[src/hdl/csia_pkg.sv]
// Shared constants and types for the CPU stack and indirect addressing block
package csia_pkg;

  // ==========================================================
  // Return stack
  localparam int STACK_DEPTH = 16;        // Entries in the return stack
  localparam int RET_ADDR_W = 15;         // Width of one return address
  localparam int STACK_CNT_W = 5;         // Holds 0..STACK_DEPTH

  // ==========================================================
  // Context shadow
  localparam int CTX_W = 48;              // Packed core registers saved

  // ==========================================================
  // Indirect pointers and their unified address map
  localparam int PTR_W = 16;              // Width of one pointer
  localparam int PTR_COUNT = 2;           // Number of pointers
  localparam logic [15:0] LIN_BASE = 16'h2000;   // Linear GPR view start
  localparam logic [15:0] LIN_LAST = 16'h2fef;   // Linear GPR view end
  localparam logic [15:0] EE_BASE = 16'h7000;    // Data EEPROM start
  localparam logic [15:0] EE_LAST = 16'h70ff;    // Data EEPROM end
  localparam logic [15:0] PROG_BASE = 16'h8000;  // Program memory start
  localparam logic [15:0] GPR_BYTES = 16'h0050;  // GPR bytes in one bank
  localparam logic [6:0] GPR_OFFSET = 7'h20;     // GPR start inside a bank
  localparam int BANK_SHIFT = 7;                 // Bank field position

  // Memory that an indirect access lands in
  typedef enum logic [1:0] {
    CSIA_SPACE_FILE,
    CSIA_SPACE_EE,
    CSIA_SPACE_PROG
  } csia_space_t;

endpackage

[src/hdl/csia_ret_stack.sv]
// Sixteen-entry hardware return-address stack with error detection
`timescale 1ns/1ps
`default_nettype none

module csia_ret_stack #(
  parameter int DEPTH = csia_pkg::STACK_DEPTH,   // Entries
  parameter int AW = csia_pkg::RET_ADDR_W        // Address width
) (
  input wire logic clk_i,                         // Core clock
  input wire logic rst_n_i,                       // Async reset, low
  input wire logic push_i,                        // Push request
  input wire logic pop_i,                         // Pop request
  input wire logic [AW-1:0] push_addr_i,          // Address to push
  output logic [AW-1:0] tos_o,                    // Top entry
  output logic [csia_pkg::STACK_CNT_W-1:0] depth_o, // Entries held
  output logic ovf_o,                             // Overflow pulse
  output logic unf_o                              // Underflow pulse
);

  // ==========================================================
  // Storage
  logic [AW-1:0] mem [DEPTH];                     // Entries, separate RAM
  logic [csia_pkg::STACK_CNT_W-1:0] cnt_reg;      // Entries held
  logic [AW-1:0] tos_reg;                         // Copy of the top entry
  logic ovf_reg;                                  // Overflow event
  logic unf_reg;                                  // Underflow event
  logic do_push;                                  // Accepted push
  logic do_pop;                                   // Accepted pop

  // Push wins when both arrive together
  assign do_push = push_i && (cnt_reg != DEPTH[csia_pkg::STACK_CNT_W-1:0]);
  assign do_pop = pop_i && !push_i && (cnt_reg != '0);

  // Entry writes, no reset needed on the array
  always_ff @(posedge clk_i) begin
    if (do_push) begin
      mem[cnt_reg[3:0]] <= push_addr_i;
    end
  end

  // Depth counter and the top copy kept ready for a return
  always_ff @(posedge clk_i or negedge rst_n_i) begin
    if (!rst_n_i) begin
      cnt_reg <= '0;
      tos_reg <= '0;
    end else if (do_push) begin
      cnt_reg <= cnt_reg + 5'h01;
      tos_reg <= push_addr_i;
    end else if (do_pop) begin
      cnt_reg <= cnt_reg - 5'h01;
      // Entry below the top becomes visible, zero when emptied
      tos_reg <= (cnt_reg >= 5'h02) ? mem[4'(cnt_reg - 5'h02)] : '0;
    end
  end

  // Error events, one cycle each
  always_ff @(posedge clk_i or negedge rst_n_i) begin
    if (!rst_n_i) begin
      ovf_reg <= 1'b0;
      unf_reg <= 1'b0;
    end else begin
      ovf_reg <= push_i && !do_push;
      unf_reg <= pop_i && !push_i && (cnt_reg == '0);
    end
  end

  assign tos_o = tos_reg;
  assign depth_o = cnt_reg;
  assign ovf_o = ovf_reg;
  assign unf_o = unf_reg;
endmodule

`default_nettype wire

[src/hdl/csia_core.sv]
// Context shadow, return stack control and indirect pointer resolution
`timescale 1ns/1ps
`default_nettype none

// What this block does
// - Shadow core registers on interrupt, restore on return
// - Sixteen deep, fifteen bit return stack
// - Sticky overflow and underflow flags on stack errors
// - Optional software reset on stack error
// - Two independent sixteen bit indirect pointers
// - Pointers reach file, program and EEPROM space
// - Program memory access adds one cycle
// - Linear gapless view of general purpose memory
module csia_core #(
  parameter int CTX_W = csia_pkg::CTX_W,          // Shadowed bits
  parameter int DEPTH = csia_pkg::STACK_DEPTH     // Stack entries
) (
  input wire logic CLOCK_I,                       // Core clock, 40 MHz
  input wire logic RESETN_I,                      // Async reset, low
  input wire logic INT_ENTRY_I,                   // Interrupt entry pulse
  input wire logic INT_RETURN_I,                  // Interrupt return pulse
  input wire logic [CTX_W-1:0] CTX_LIVE_I,        // Live core registers
  output logic [CTX_W-1:0] CTX_SHADOW_O,          // Values to restore
  output logic CTX_RESTORE_O,                     // Restore strobe
  input wire logic PUSH_I,                        // Call or entry push
  input wire logic POP_I,                         // Return pop
  input wire logic [csia_pkg::RET_ADDR_W-1:0] PUSH_ADDR_I, // Return addr
  output logic [csia_pkg::RET_ADDR_W-1:0] TOS_O,  // Address a pop returns
  output logic [csia_pkg::STACK_CNT_W-1:0] DEPTH_O, // Entries held
  output logic STACK_OVERFLOW_FLAG_O,             // Sticky overflow
  output logic STACK_UNDERFLOW_FLAG_O,            // Sticky underflow
  input wire logic FLAG_CLEAR_I,                  // Clears both flags
  input wire logic STACK_RESET_EN_I,              // Reset on stack error
  output logic SOFT_RESET_O,                      // Software reset pulse
  input wire logic PTR_WE_I,                      // Pointer write
  input wire logic PTR_WSEL_I,                    // Pointer written
  input wire logic [csia_pkg::PTR_W-1:0] PTR_WDATA_I, // Pointer value
  output logic [csia_pkg::PTR_W-1:0] PTR0_O,      // Pointer 0
  output logic [csia_pkg::PTR_W-1:0] PTR1_O,      // Pointer 1
  input wire logic IND_REQ_I,                     // Data port access
  input wire logic IND_SEL_I,                     // Pointer used
  output logic [1:0] MEM_SPACE_O,                 // Target memory
  output logic [csia_pkg::PTR_W-1:0] MEM_ADDR_O,  // Address in target
  output logic MEM_VALID_O,                       // Address valid
  output logic EXTRA_CYCLE_O                      // Sequencer must wait
);

  // ==========================================================
  // Context shadow
  logic [CTX_W-1:0] shadow_reg;                   // Saved core registers
  logic restore_reg;                              // Restore strobe

  // Capture on entry, hand back on return
  always_ff @(posedge CLOCK_I or negedge RESETN_I) begin
    if (!RESETN_I) begin
      shadow_reg <= '0;
      restore_reg <= 1'b0;
    end else begin
      if (INT_ENTRY_I) begin
        shadow_reg <= CTX_LIVE_I;
      end
      restore_reg <= INT_RETURN_I;
    end
  end

  assign CTX_SHADOW_O = shadow_reg;
  assign CTX_RESTORE_O = restore_reg;

  // ==========================================================
  // Return stack
  logic ovf_ev;                                   // Overflow event
  logic unf_ev;                                   // Underflow event

  csia_ret_stack #(
    .DEPTH(DEPTH),
    .AW(csia_pkg::RET_ADDR_W)
  ) u_stack (
    .clk_i(CLOCK_I),
    .rst_n_i(RESETN_I),
    .push_i(PUSH_I),
    .pop_i(POP_I),
    .push_addr_i(PUSH_ADDR_I),
    .tos_o(TOS_O),
    .depth_o(DEPTH_O),
    .ovf_o(ovf_ev),
    .unf_o(unf_ev)
  );

  // ==========================================================
  // Reset cause flags and software reset
  logic ovf_flag_reg;                             // Sticky overflow
  logic unf_flag_reg;                             // Sticky underflow
  logic soft_reset_reg;                           // Reset request

  // Set beats clear in the same cycle
  always_ff @(posedge CLOCK_I or negedge RESETN_I) begin
    if (!RESETN_I) begin
      ovf_flag_reg <= 1'b0;
      unf_flag_reg <= 1'b0;
    end else begin
      ovf_flag_reg <= ovf_ev || (ovf_flag_reg && !FLAG_CLEAR_I);
      unf_flag_reg <= unf_ev || (unf_flag_reg && !FLAG_CLEAR_I);
    end
  end

  // Error turns into a reset only when the option is on
  always_ff @(posedge CLOCK_I or negedge RESETN_I) begin
    if (!RESETN_I) begin
      soft_reset_reg <= 1'b0;
    end else begin
      soft_reset_reg <= STACK_RESET_EN_I && (ovf_ev || unf_ev);
    end
  end

  assign STACK_OVERFLOW_FLAG_O = ovf_flag_reg;
  assign STACK_UNDERFLOW_FLAG_O = unf_flag_reg;
  assign SOFT_RESET_O = soft_reset_reg;

  // ==========================================================
  // Indirect pointers
  logic [csia_pkg::PTR_W-1:0] ptr_reg [csia_pkg::PTR_COUNT]; // Pointers

  // Each pointer written on its own
  always_ff @(posedge CLOCK_I or negedge RESETN_I) begin
    if (!RESETN_I) begin
      ptr_reg[0] <= '0;
      ptr_reg[1] <= '0;
    end else if (PTR_WE_I) begin
      ptr_reg[PTR_WSEL_I] <= PTR_WDATA_I;
    end
  end

  assign PTR0_O = ptr_reg[0];
  assign PTR1_O = ptr_reg[1];

  // Which memory a pointer value selects
  function automatic csia_pkg::csia_space_t space_of(
    input logic [csia_pkg::PTR_W-1:0] p
  );
    if (p >= csia_pkg::PROG_BASE) begin
      return csia_pkg::CSIA_SPACE_PROG;
    end else if (p >= csia_pkg::EE_BASE && p <= csia_pkg::EE_LAST) begin
      return csia_pkg::CSIA_SPACE_EE;
    end else begin
      return csia_pkg::CSIA_SPACE_FILE;
    end
  endfunction

  // Address inside the selected memory
  function automatic logic [csia_pkg::PTR_W-1:0] addr_of(
    input logic [csia_pkg::PTR_W-1:0] p
  );
    logic [csia_pkg::PTR_W-1:0] lin;
    logic [csia_pkg::PTR_W-1:0] bank;
    logic [csia_pkg::PTR_W-1:0] off;
    lin = p - csia_pkg::LIN_BASE;
    bank = lin / csia_pkg::GPR_BYTES;
    off = lin % csia_pkg::GPR_BYTES;
    if (p >= csia_pkg::PROG_BASE) begin
      return p - csia_pkg::PROG_BASE;
    end else if (p >= csia_pkg::EE_BASE && p <= csia_pkg::EE_LAST) begin
      return p - csia_pkg::EE_BASE;
    end else if (p >= csia_pkg::LIN_BASE && p <= csia_pkg::LIN_LAST) begin
      // Consecutive bytes run across bank GPR windows with no gap
      return (bank << csia_pkg::BANK_SHIFT) +
             {9'h000, csia_pkg::GPR_OFFSET} + off;
    end else begin
      return p;
    end
  endfunction

  // ==========================================================
  // Indirect access sequencing
  typedef enum {CSIA_IDLE, CSIA_FETCH} csia_acc_t;
  csia_acc_t acc_reg;                             // Access state
  logic [csia_pkg::PTR_W-1:0] sel_ptr;            // Pointer in use
  logic [1:0] space_reg;                          // Target memory
  logic [csia_pkg::PTR_W-1:0] addr_reg;           // Target address
  logic valid_reg;                                // Address valid
  logic extra_reg;                                // Wait one more cycle

  assign sel_ptr = ptr_reg[IND_SEL_I];

  // Resolve the pointer, hold program fetches one extra cycle
  always_ff @(posedge CLOCK_I or negedge RESETN_I) begin
    if (!RESETN_I) begin
      acc_reg <= CSIA_IDLE;
      space_reg <= 2'h0;
      addr_reg <= '0;
      valid_reg <= 1'b0;
      extra_reg <= 1'b0;
    end else begin
      case (acc_reg)
        CSIA_IDLE: begin
          valid_reg <= IND_REQ_I;
          extra_reg <= 1'b0;
          if (IND_REQ_I) begin
            space_reg <= space_of(sel_ptr);
            addr_reg <= addr_of(sel_ptr);
            if (space_of(sel_ptr) == csia_pkg::CSIA_SPACE_PROG) begin
              acc_reg <= CSIA_FETCH;
              extra_reg <= 1'b1;
            end
          end
        end
        CSIA_FETCH: begin
          // Address stays put while the program word is read
          extra_reg <= 1'b0;
          valid_reg <= 1'b1;
          acc_reg <= CSIA_IDLE;
        end
        default: begin
          acc_reg <= CSIA_IDLE;
          valid_reg <= 1'b0;
          extra_reg <= 1'b0;
        end
      endcase
    end
  end

  assign MEM_SPACE_O = space_reg;
  assign MEM_ADDR_O = addr_reg;
  assign MEM_VALID_O = valid_reg;
  assign EXTRA_CYCLE_O = extra_reg;
endmodule

`default_nettype wire

[config.mk]
export PLATFORM = sky130hd
export DESIGN_NAME = csia_core
export DESIGN_NICKNAME = d
export VERILOG_FILES = /design/src/hdl/csia_pkg.sv /design/src/hdl/csia_ret_stack.sv /design/src/hdl/csia_core.sv
export SDC_FILE = /design/constraint.sdc
export NUM_CORES = 1
export LEC_CHECK = 0
export BUFFER_PORTS_ARGS = -buffer_cell sky130_fd_sc_hd__buf_2
export CORE_UTILIZATION = 50
export CTS_CLUSTER_DIAMETER = 150
export DETAILED_ROUTE_END_ITERATION = 7
export GPL_ROUTABILITY_DRIVEN = 0
export PLACE_DENSITY = 0.7
export SETUP_SLACK_MARGIN = 0.5
export SLEW_MARGIN = 20
export SYNTH_ARGS = -nofsm -noshare
export SYNTH_HDL_FRONTEND = slang
export SYNTH_HIERARCHICAL = 1
export SYNTH_SLANG_ARGS = --single-unit
[constraint.sdc]
create_clock -name CLOCK_I -period 23.8 [get_ports CLOCK_I]
set_clock_uncertainty 0.15 [all_clocks]
set_input_delay 4.76 -clock CLOCK_I [delete_from_list [all_inputs] [get_ports CLOCK_I]]
set_output_delay 4.76 -clock CLOCK_I [all_outputs]
set_load 0.03 [all_outputs]
# == Word-level counts from Yosys, hierarchy flattened ==
# Memories as Yosys holds them, arrays and structs flattened.
# Cells that the tools add are included.
# op_classes
bitwise_logic,2
muxes,27
n_eq_ne,5
div,2
magnitude_cmp,9
shift,0
multipliers,0
addsub,8
reduce_logical,23
# op_table
cell,n
two-way mux 16 bit,7
two-way mux 32 bit,3
two-way mux 15 bit,3
bitwise mux 32 bit,1
"equality test 32 x 1 -> 1 bit, second input constant",1
logical NOT 32 bit,1
adder 16 bit,1
"adder 16 x 6 -> 16 bit, second input constant",1
demux 16 bit (select 1 bit),1
"divider 16 x 7 -> 16 bit, second input constant",1
">= comparator 16 x 14 -> 1 bit, second input constant",1
">= comparator 16 x 15 -> 1 bit, second input constant",1
">= comparator 16 bit, second input constant",1
"less-or-equal comparator 16 x 14 -> 1 bit, second input constant",1
"less-or-equal comparator 16 x 15 -> 1 bit, second input constant",1
"modulo 16 x 7 -> 16 bit, second input constant",1
"subtractor 16 x 14 -> 16 bit, second input constant",1
"subtractor 16 x 15 -> 16 bit, second input constant",1
"subtractor 16 bit, second input constant",1
logical AND 1 bit,11
two-way mux 5 bit,2
two-way mux 1 bit,6
two-way mux 2 bit,3
"adder 5 x 1 -> 5 bit, second input constant",1
other kinds (16),24
# totals
inputBits,91
register_bits,158
output_inout_bits,124
ramBits,240
mem_count,1
romBits,0
latchBits,0
# memory_table
name,depth,word_bits,rd,rd_clocked_by_memory_dff,write_ports,line,text
u_stack.mem,16,15,1,0,1,csia_ret_stack.sv:22,logic [AW-1:0] mem [DEPTH];

# == Longest topological paths before layout ==
# Gate-level depths: netlist of the first run.
# depth
depth_word,14
ltp_mapped,46

# == By module ==
# Netlist of the first run, hierarchy kept.
# by_module_without_submodules
mod,instances,area_per_inst_um2,cells_each
csia_ret_stack,1,10689.0,601
csia_core,1,7290.7,743

# == Worst setup path after synthesis of the first run ==
# OpenSTA, ideal clock, no wires.
# synth_path
kind,input to register
startpoint,in IND_SEL_I
endpoint,"reg addr_reg, in the netlist MEM_ADDR_O[15]"
setup_slack_ps,9797
arrival_time_ps,13733
n_path_buf,6
cell_stages,43
required_time_ps,23530
cell_sequence,buf_6 buf_2 buf_1 clkbuf_1 mux2i_1 ha_1 nor3b_1 mux2i_4 mux2i_2 nor3b_1 o32a_1 o31ai_2 a21o_2 a21oi_1 nor3_1 a2bb2oi_4 a21oi_1 o31a_1 [7 not listed] nor2b_4 mux2_4 nor2_1 xnor2_1 nor2_1 ha_1 a21o_1 a21o_1 a21o_1 a21oi_1 o21bai_1 a21oi_1 o21ai_0 a21oi_1 xnor2_1 nor2_1 o21ai_0 nand2_1
# synth_between
elab_chain_len,11
# synth_rtl
item,line,text
start: declaration,csia_core.sv:41,"input wire logic IND_SEL_I,"
NOT 1 -> 2 bit (implied by the code) (*),csia_core.sv:182,assign sel_ptr = ptr_reg[IND_SEL_I];
two-way mux 16 bit (implied by the code) (*) (3 in series),csia_core.sv:182,
subtractor 16 x 14 -> 16 bit,csia_core.sv:156,lin = p - csia_pkg::LIN_BASE;
divider 16 x 7 -> 16 bit,csia_core.sv:157,bank = lin / csia_pkg::GPR_BYTES;
adder 16 x 6 -> 16 bit,csia_core.sv:165,return (bank << csia_pkg::BANK_SHIFT) +
adder 16 bit,csia_core.sv:166,"{9'h000, csia_pkg::GPR_OFFSET} + off;"
two-way mux 16 bit,csia_core.sv:163,end else if (p >= csia_pkg::LIN_BASE && p <= csia_pkg::LIN_LAST) begin
two-way mux 16 bit,csia_core.sv:161,end else if (p >= csia_pkg::EE_BASE && p <= csia_pkg::EE_LAST) begin
two-way mux 16 bit (*),csia_core.sv:159,if (p >= csia_pkg::PROG_BASE) begin
end signal: assignment,csia_core.sv:199,addr_reg <= addr_of(sel_ptr);
end: declaration,csia_core.sv:178,logic [csia_pkg::PTR_W-1:0] addr_reg;
# Mark *: on every way between the ends. The rest lies on a longest branch, timed or not. The select of a mux whose other input is x is not followed.
# A chain may end at the register's enable or synchronous reset.

# == Final worst setup path of the first run ==
# Same ends and word-level chain as after synthesis.

==> summary.md, run 1 <==
| Metric | Value |
|---|---|
| Pwr dens | about 160 nW/um^2 |
| Crit path time final | about 15 ns |
| CP Launch Type | input pin |
| CP max stage cell | a21oi_1 |
| F_max | 67.31 MHz |
| Max Root-Sink Buffers | 3 |
| Status | finished clean |
| Worst Setup End Kind | register |
| Sequential-to-total area share from yosys stat | around 58% |
| DRC viols | 0 |
| Filler cell count | between 2,000 and 3,000 |
| Max Cap Viol | 0 |
| Post-Syn Nets | around 1,500 |
| VDD IR-drop max | between 150 and 200 uV |
| I/O pin count | approximately 220 |
| Worst skew pair latency | ~0.55 ns |
| RSZ-0062 raised after global routing | no |
| I/O Buffers | 214 |
| Worst-Margin Slew | approximately 1.1 ns |
| Cell total after placement | between 1,500 and 2,000 |
| H-Tree Depth | 2 |
| Initial drt markers | between 1,000 and 1,500 |
| Drt total wl | ~45,000 um |
| Synth Area per Inst | 13.38 um^2 |
| Max reg flops | between 200 and 250 |
| Total power | around 3.4 mW |
| Synth Cell Area | roughly 18,000 um^2 |
| EDFF count, synth | between 200 and 250 |
| Vert. Die Dim | 191.6 um |
| Post-CTS Hold Fix Bufs | 0 |
| Site row count | ~70 |
| Via density | between 6 and 7 |
| Remaining antenna violation count after routing | 0 |
| Drt wl/cell | 22.07 um |
| Fin cells | roughly 2,100 |
| Synthesis warning total | 6 |
| First-pass GRT wire length | ~70,000 um |
| Cell with the most instances on the worst path | a21oi_1 |
| Aggregate negative setup slack | 0 ns |
| Sink Count | about 370 |
| Die X | between 150 and 200 um |
| Main flop type after synthesis | edfxtp_1 |
| Min-delay worst type | reg2reg |
| Crit path DAT | 15.14 ns |
| Clk slew on worst S/H paths | around 0.060 ns |
| Post-cts sizing count | 0 |
| Fin. max-slew vios | 0 |
| Root Driver | clkbuf_16 |
| Inserted Clock Buffers | 39 |
| Initial Util | between 50% and 60% |
| Max incr delay on CP | ~0.9 ns |
| Vias | about 13,000 |
| Fin crit share | about 62% |
| Initial antenna violation count | 2 |
| Post-CTS setup buffers | 0 |
| Placeable Area | ~35,000 um^2 |
| P_leak | between 8 and 9 nW |
| Max FO, Critical Path | 33 |
| Unique masters post-synth | approximately 100 |
| Req. time, crit path | roughly 24 ns |
| GR Overflow Total | 0 |
| Post-synthesis register bit count | 367 |
| Drt first pass iters | 6 |
| Cells after Synth | around 1,300 |
| Vias in the first global route | roughly 12,000 |
| Top post-synthesis cells by area | edfxtp_1, dfrtp_1, mux4_2 |
| Layout area overhead | 15.76% |
| Final Hold Viols | 0 |
| Setup Viol. Count Final | 0 |
| Slew headroom | a little over a quarter |
| Final net count | 1,674 |
| Largest area contributor in the netlist | edfxtp_1 |
| Final setup margin | just under 9 ns |
| Pre-CTS setup slack | approximately 8.5 ns |
| Area share of the largest cell type after synthesis | around 40% |
| Share of post-route cells with drive strength above 1 | between 30% and 40% |
| CTS tree | built |
| Overall routing resource usage | 24.86% |
| Setup CP Type | in2reg |
| Asr flop ratio synth | between 30% and 40% |
| Largest net degree at the start of global routing | between 70 and 80 |
| Die area | 36,720 um^2 |
| Hpwl dp | approximately 30,000 um |
==> final timing paths <==
check,start,endpoint,slack [ns],depth (start not counted)
max in group asynchronous,RESETN_I,u_stack/depth_o[1],18.03,2
min,u_stack/ovf_o,STACK_OVERFLOW_FLAG_O,0.31,1
max,IND_SEL_I,MEM_ADDR_O[15],8.94,38
min reg2reg,u_stack/ovf_o,STACK_OVERFLOW_FLAG_O,0.31,1
min in group asynchronous,RESETN_I,MEM_ADDR_O[1],4.04,1
max reg2reg,PTR1_O[12],MEM_ADDR_O[15],13.50,37
==> cells by family (layout without fill, tap and decap cells) <==
family / after synthesis / in the layout / synth area share [%]
AND/OR/NAND/NOR: 368 / 368 / 9.603
flip-flops: 367 / 367 / 57.76
AO/OA/AOI/OAI: 276 / 276 / 11.59
multiplexers: 187 / 187 / 15.37
buffers and inverters: 89 / 336 / 2.331
XOR/XNOR: 33 / 33 / 1.691
adder cells (fa/ha/maj): 23 / 23 / 1.628
other: 1 / 3 / 0.02086
==> through the flow <==
stage / cell area (um^2) / util, % / hold slack (ns)
2_1_floorplan: 17980 / - / 0.2784
3_3_place_gp: 19530 / 55.05 / 0.2936
3_5_place_dp: 19530 / 55.05 / 0.2990
4_1_cts: 20810 / 58.63 / 0.3207
5_1_grt: 20810 / 58.65 / 0.3429
6_report: 20810 / 58.66 / 0.3147
==> Yosys cell counts, types with 13 or more instances <==
library cell / count
a211o_1: 16
a21oi_1: 46
a22o_1: 17
a31oi_1: 14
buf_2: 23
clkbuf_1: 26
dfrtp_1: 127
edfxtp_1: 240
ha_1: 21
inv_1: 23
mux2_2: 90
mux2i_1: 29
mux4_2: 57
nand2_1: 155
nand3_1: 24
nand4_1: 13
nor2_1: 80
nor3_1: 28
o21ai_0: 41
xnor2_1: 24
==> cell usage in the layout, fill, tap and decap left out, types with 8 or more instances in the layout <==
cell type	n
a211o_1	16
dfrtp_1	125
nand2_1	155
buf_2	213
mux4_2	57
a31oi_1	14
a22o_1	17
ha_1	21
clkbuf_1	8
buf_4	26
o211ai_1	11
a21oi_2	9
nor2b_1	8
mux2i_1	29
a21o_1	12
and3_1	11
mux2_2	90
edfxtp_1	240
o21ai_0	41
xnor2_1	24
clkbuf_16	41
nand3_1	24
nor3_1	25
a21oi_1	46
o21ai_1	12
nor2_1	80
nand3b_1	8
inv_1	23
nand4_1	13
==> report_power, final <==
| part | internal (mW) | leakage (nW) | switching (mW) | total [mW] |
|---|---|---|---|---|
| clock | 0.339 | 0.623 | 0.255 | 0.593 |
| combinational | 0.785 | 3.76 | 1.18 | 1.96 |
| sequential | 0.768 | 3.68 | 0.0796 | 0.848 |
| total | 1.89 | 8.06 | 1.51 | 3.40 |
==> metal layers <==
metal	wire, um	part of all wire, %	global-route usage, %
met3	3693	8.1	4.166
met1	18500	41	33.16
met5	10	0.022	0
met4	1259	2.8	8.150
met2	21870	48	41.43
==> critical path: cells and delay by family <==
kind / cells / cell delay (ns)
fa+ha+maj: 2 / 0.67
mux: 6 / 1.98
simple gates: 9 / 1.92
buf+inv: 3 / 1.21
xor+xnor: 2 / 0.25
compound gates: 16 / 4.32
==> area by class of cell <==
type,instances,area (um^2),share of cell area [%]
Multi-Input combinational cell,888,7201,34.60
Tap cell,461,576.8,2.771
Clock inverter,16,132.6,0.6372
Clock buffer,55,1139,5.471
Timing Repair Buffer,240,1272,6.114
Inverter,25,93.84,0.4509
Antenna cell,2,5.005,0.02405
Sequential cell,367,10390,49.93
Note: power is estimated with default switching activity, not from simulation.
==> inputs of run 2 (changes only) <==
--- a/config.mk
+++ b/config.mk
@@ -5,6 +5,7 @@
 export SDC_FILE = /design/constraint.sdc
 export NUM_CORES = 1
 export LEC_CHECK = 0
+export ABC_AREA = 1
 export BUFFER_PORTS_ARGS = -buffer_cell sky130_fd_sc_hd__buf_2
 export CORE_UTILIZATION = 50
 export CTS_CLUSTER_DIAMETER = 150
==> constraint.sdc (replaced) <==
create_clock -name CLOCK_I -period 14.1 [get_ports CLOCK_I]
set_clock_uncertainty 0.15 [all_clocks]
set_input_delay 2.82 -clock CLOCK_I [delete_from_list [all_inputs] [get_ports CLOCK_I]]
set_output_delay 2.82 -clock CLOCK_I [all_outputs]
set_load 0.03 [all_outputs]
==> summary.md, run 2 <==
| Metric | Value |
|---|---|
| Inserted Clock Buffers | 39 |
| Drt first pass iters | 7 |
| Setup Viol. Count Final | 0 |
| I/O Buffers | approximately 210 |
| CP max stage cell | ha_1 |
| Share of post-route cells with drive strength above 1 | between 20 and 25% |
| Die X | between 150 and 200 um |
| First-pass GRT wire length | roughly 73,000 um |
| Via density | 5.372 |
| Worst r2r src | PTR1_O[12] |
| Fin. max-slew vios | 0 |
| Sink Count | about 370 |
| Slew headroom | a little under 30% |
| WHS Path Cells | 1 |
| Cells after Synth | slightly below 2,000 |
| Max FO, Critical Path | 18 |
| RSZ-0062 raised after global routing | no |
| Worst reg2reg setup slack | 5.82 ns |
| WHS Endpoint | MEM_VALID_O |
| Vias in the first global route | roughly 13,000 |
| Remaining antenna violation count after routing | 0 |
| Worst skew pair latency | roughly 0.54 ns |
| Hpwl dp | slightly above 30,000 um |
| Overall routing resource usage | about a quarter |
| Vert. Die Dim | 191.6 um |
| Synth Area per Inst | 9.351 um^2 |
| FF/Latch Area | 10,390 um^2 |
| Post-Syn Nets | 2,035 |
| Worst Setup End Kind | register |
| Post-synthesis register bit count | 367 |
| R2R cell count | between 50 and 60 |
| Min-delay worst type | reg2reg |
| Initial antenna violation count | 3 |
| Unique masters post-synth | 56 |
| Post-CTS Hold Fix Bufs | 0 |
| Initial Util | between 50% and 60% |
| Vias | 14,110 |
| Post-CTS setup buffers | 0 |
| H-Tree Depth | 2 |
| Setup CP Type | in2reg |
| Drt total wl | 47,590 um |
| Leading cell type in the layout, fill and taps excluded | nand2_1 |
| I/O pin count | roughly 220 |
| Crit path DAT | 10.85 ns |
| Max reg flops | 240 |
| Worst-Margin Slew | roughly 1.1 ns |
| CTS tree | built |
| Clk slew on worst S/H paths | approximately 0.060 ns |
| Die area | 36,710 um^2 |
| Worst reg2reg endpoint | MEM_ADDR_O[13] |
| Count leader, synth | nand2_1 |
| Filler cell count | 2,989 |
| GR Overflow Total | 0 |
| Final Hold Viols | 0 |
| Layout area overhead | 15.43% |
| Most frequent cells in the layout | nand2_1, edfxtp_1, buf_2 |
| Fin crit share | between 70 and 80% |
| Post-cts sizing count | 0 |
| Largest area contributor in the netlist | edfxtp_1 |
| Aggregate negative setup slack | 0 ns |
| Cell with the most instances on the worst path | nand3_1 |
| Site row count | 69 |
| Status | finished clean |
| Sequential-to-total area share from yosys stat | around 58% |
| Placeable Area | roughly 35,000 um^2 |
| Area share of the largest cell type after synthesis | 40.10% |
| Max Cap Viol | 0 |
| Synth Cell Area | 17,970 um^2 |
| Largest net degree at the start of global routing | 85 |
| Asr flop ratio synth | between 30% and 40% |
| Synth cell count leaders | nand2_1, edfxtp_1, nand3_1 |
| Initial drt markers | slightly above 1,000 |
| Main flop type after synthesis | edfxtp_1 |
| Area of the multi-input gates | about 6700 um^2 |
| DRC viols | 0 |
| Drt wl/cell | about 18 um |
| Max incr delay on CP | between 0.3 and 0.4 ns |
| Max Root-Sink Buffers | 3 |
| Req. time, crit path | 14.31 ns |
| Hold Crit Start | acc_reg[0] |
| Synthesis warning total | 6 |
| Crit path time final | approximately 11 ns |
| F_max | about 94 MHz |
| EDFF count, synth | 240 |
| Top post-synthesis cells by area | edfxtp_1, dfrtp_1, nand2_1 |
| Final net count | approximately 2,200 |
| Root Driver | clkbuf_16 |
| CP Launch Type | input pin |
-- run 2: cell types whose count changed after synthesis, sizes merged, moves of 23 or more --
cell | before | now
nor3 | 30 | 4
mux2i | 38 | 0
nand2 | 156 | 854
a21oi | 56 | 33
mux4 | 57 | 0
mux2 | 92 | 48
inv | 25 | 137
nand3 | 24 | 160
-- run 2: how the worst max path moves through the flow --
stage	start	endpoint	slack [ns]	cells after the start
floorplan	IND_SEL_I	MEM_ADDR_O[15]	4.27	69
global placement	IND_SEL_I	MEM_ADDR_O[13]	3.42	61
global route	IND_SEL_I	MEM_ADDR_O[13]	2.58	62
finish	IND_SEL_I	MEM_ADDR_O[13]	3.46	57
CTS	IND_SEL_I	MEM_ADDR_O[13]	3.59	63
detailed placement	IND_SEL_I	MEM_ADDR_O[13]	3.05	63
-- run 2: kinds of logic after synthesis --
family | Yosys count | synth area share (%)
other | 1 | 0.02086
xor gates and xnor gates | 17 | 0.8702
buffers and inverters | 206 | 4.894
AOI/OAI and AO/OA | 118 | 3.877
adders and majority gates | 22 | 1.573
DFF | 367 | 57.78
and+or+nand+nor | 1143 | 27.98
muxes | 48 | 3.007
-- run 2: critical path: cells and delay by family --
family,cells,cell delay [ns]
AO/OA/AOI/OAI,11,1.77
XOR/XNOR,1,0.17
buffers and inverters,6,0.99
adder cells (fa/ha/maj),2,0.62
AND/OR/NAND/NOR,37,4.50
-- run 2: per-layer routing --
metal | routed length (um) | global-route usage, %
met5 | 31 | 0
met4 | 1849 | 11.14
met3 | 3592 | 4.385
met2 | 22260 | 42.95
met1 | 19870 | 33.73
-- run 2: layout make-up --
cell class	instances	area share, %
Antenna cell	1	0.01206
Clock buffer	58	5.488
Clock inverter	14	0.6333
Inverter	139	2.557
Multi-Input combinational cell	1349	32.42
Sequential cell	367	50.08
Tap cell	461	2.780
Timing Repair Buffer	237	6.025
-- run 2: through the flow --
step	area [um^2]	cells	util [%]	setup slack, ns	hold WS, ns
after floorplan	17970	1922	-	4.272	0.2903
after global routing	20750	2626	58.47	2.584	0.3461
after CTS	20740	2625	58.46	3.587	0.3204
after global placement	19470	2553	54.88	3.417	0.2992
after detailed placement	19470	2553	54.88	3.052	0.3071
final	20750	2626	58.47	3.461	0.3284
Power of run 2 is left out: the tool's default activity adds up to more than one toggle a clock period on the data nets, which glitch-free logic cannot reach.
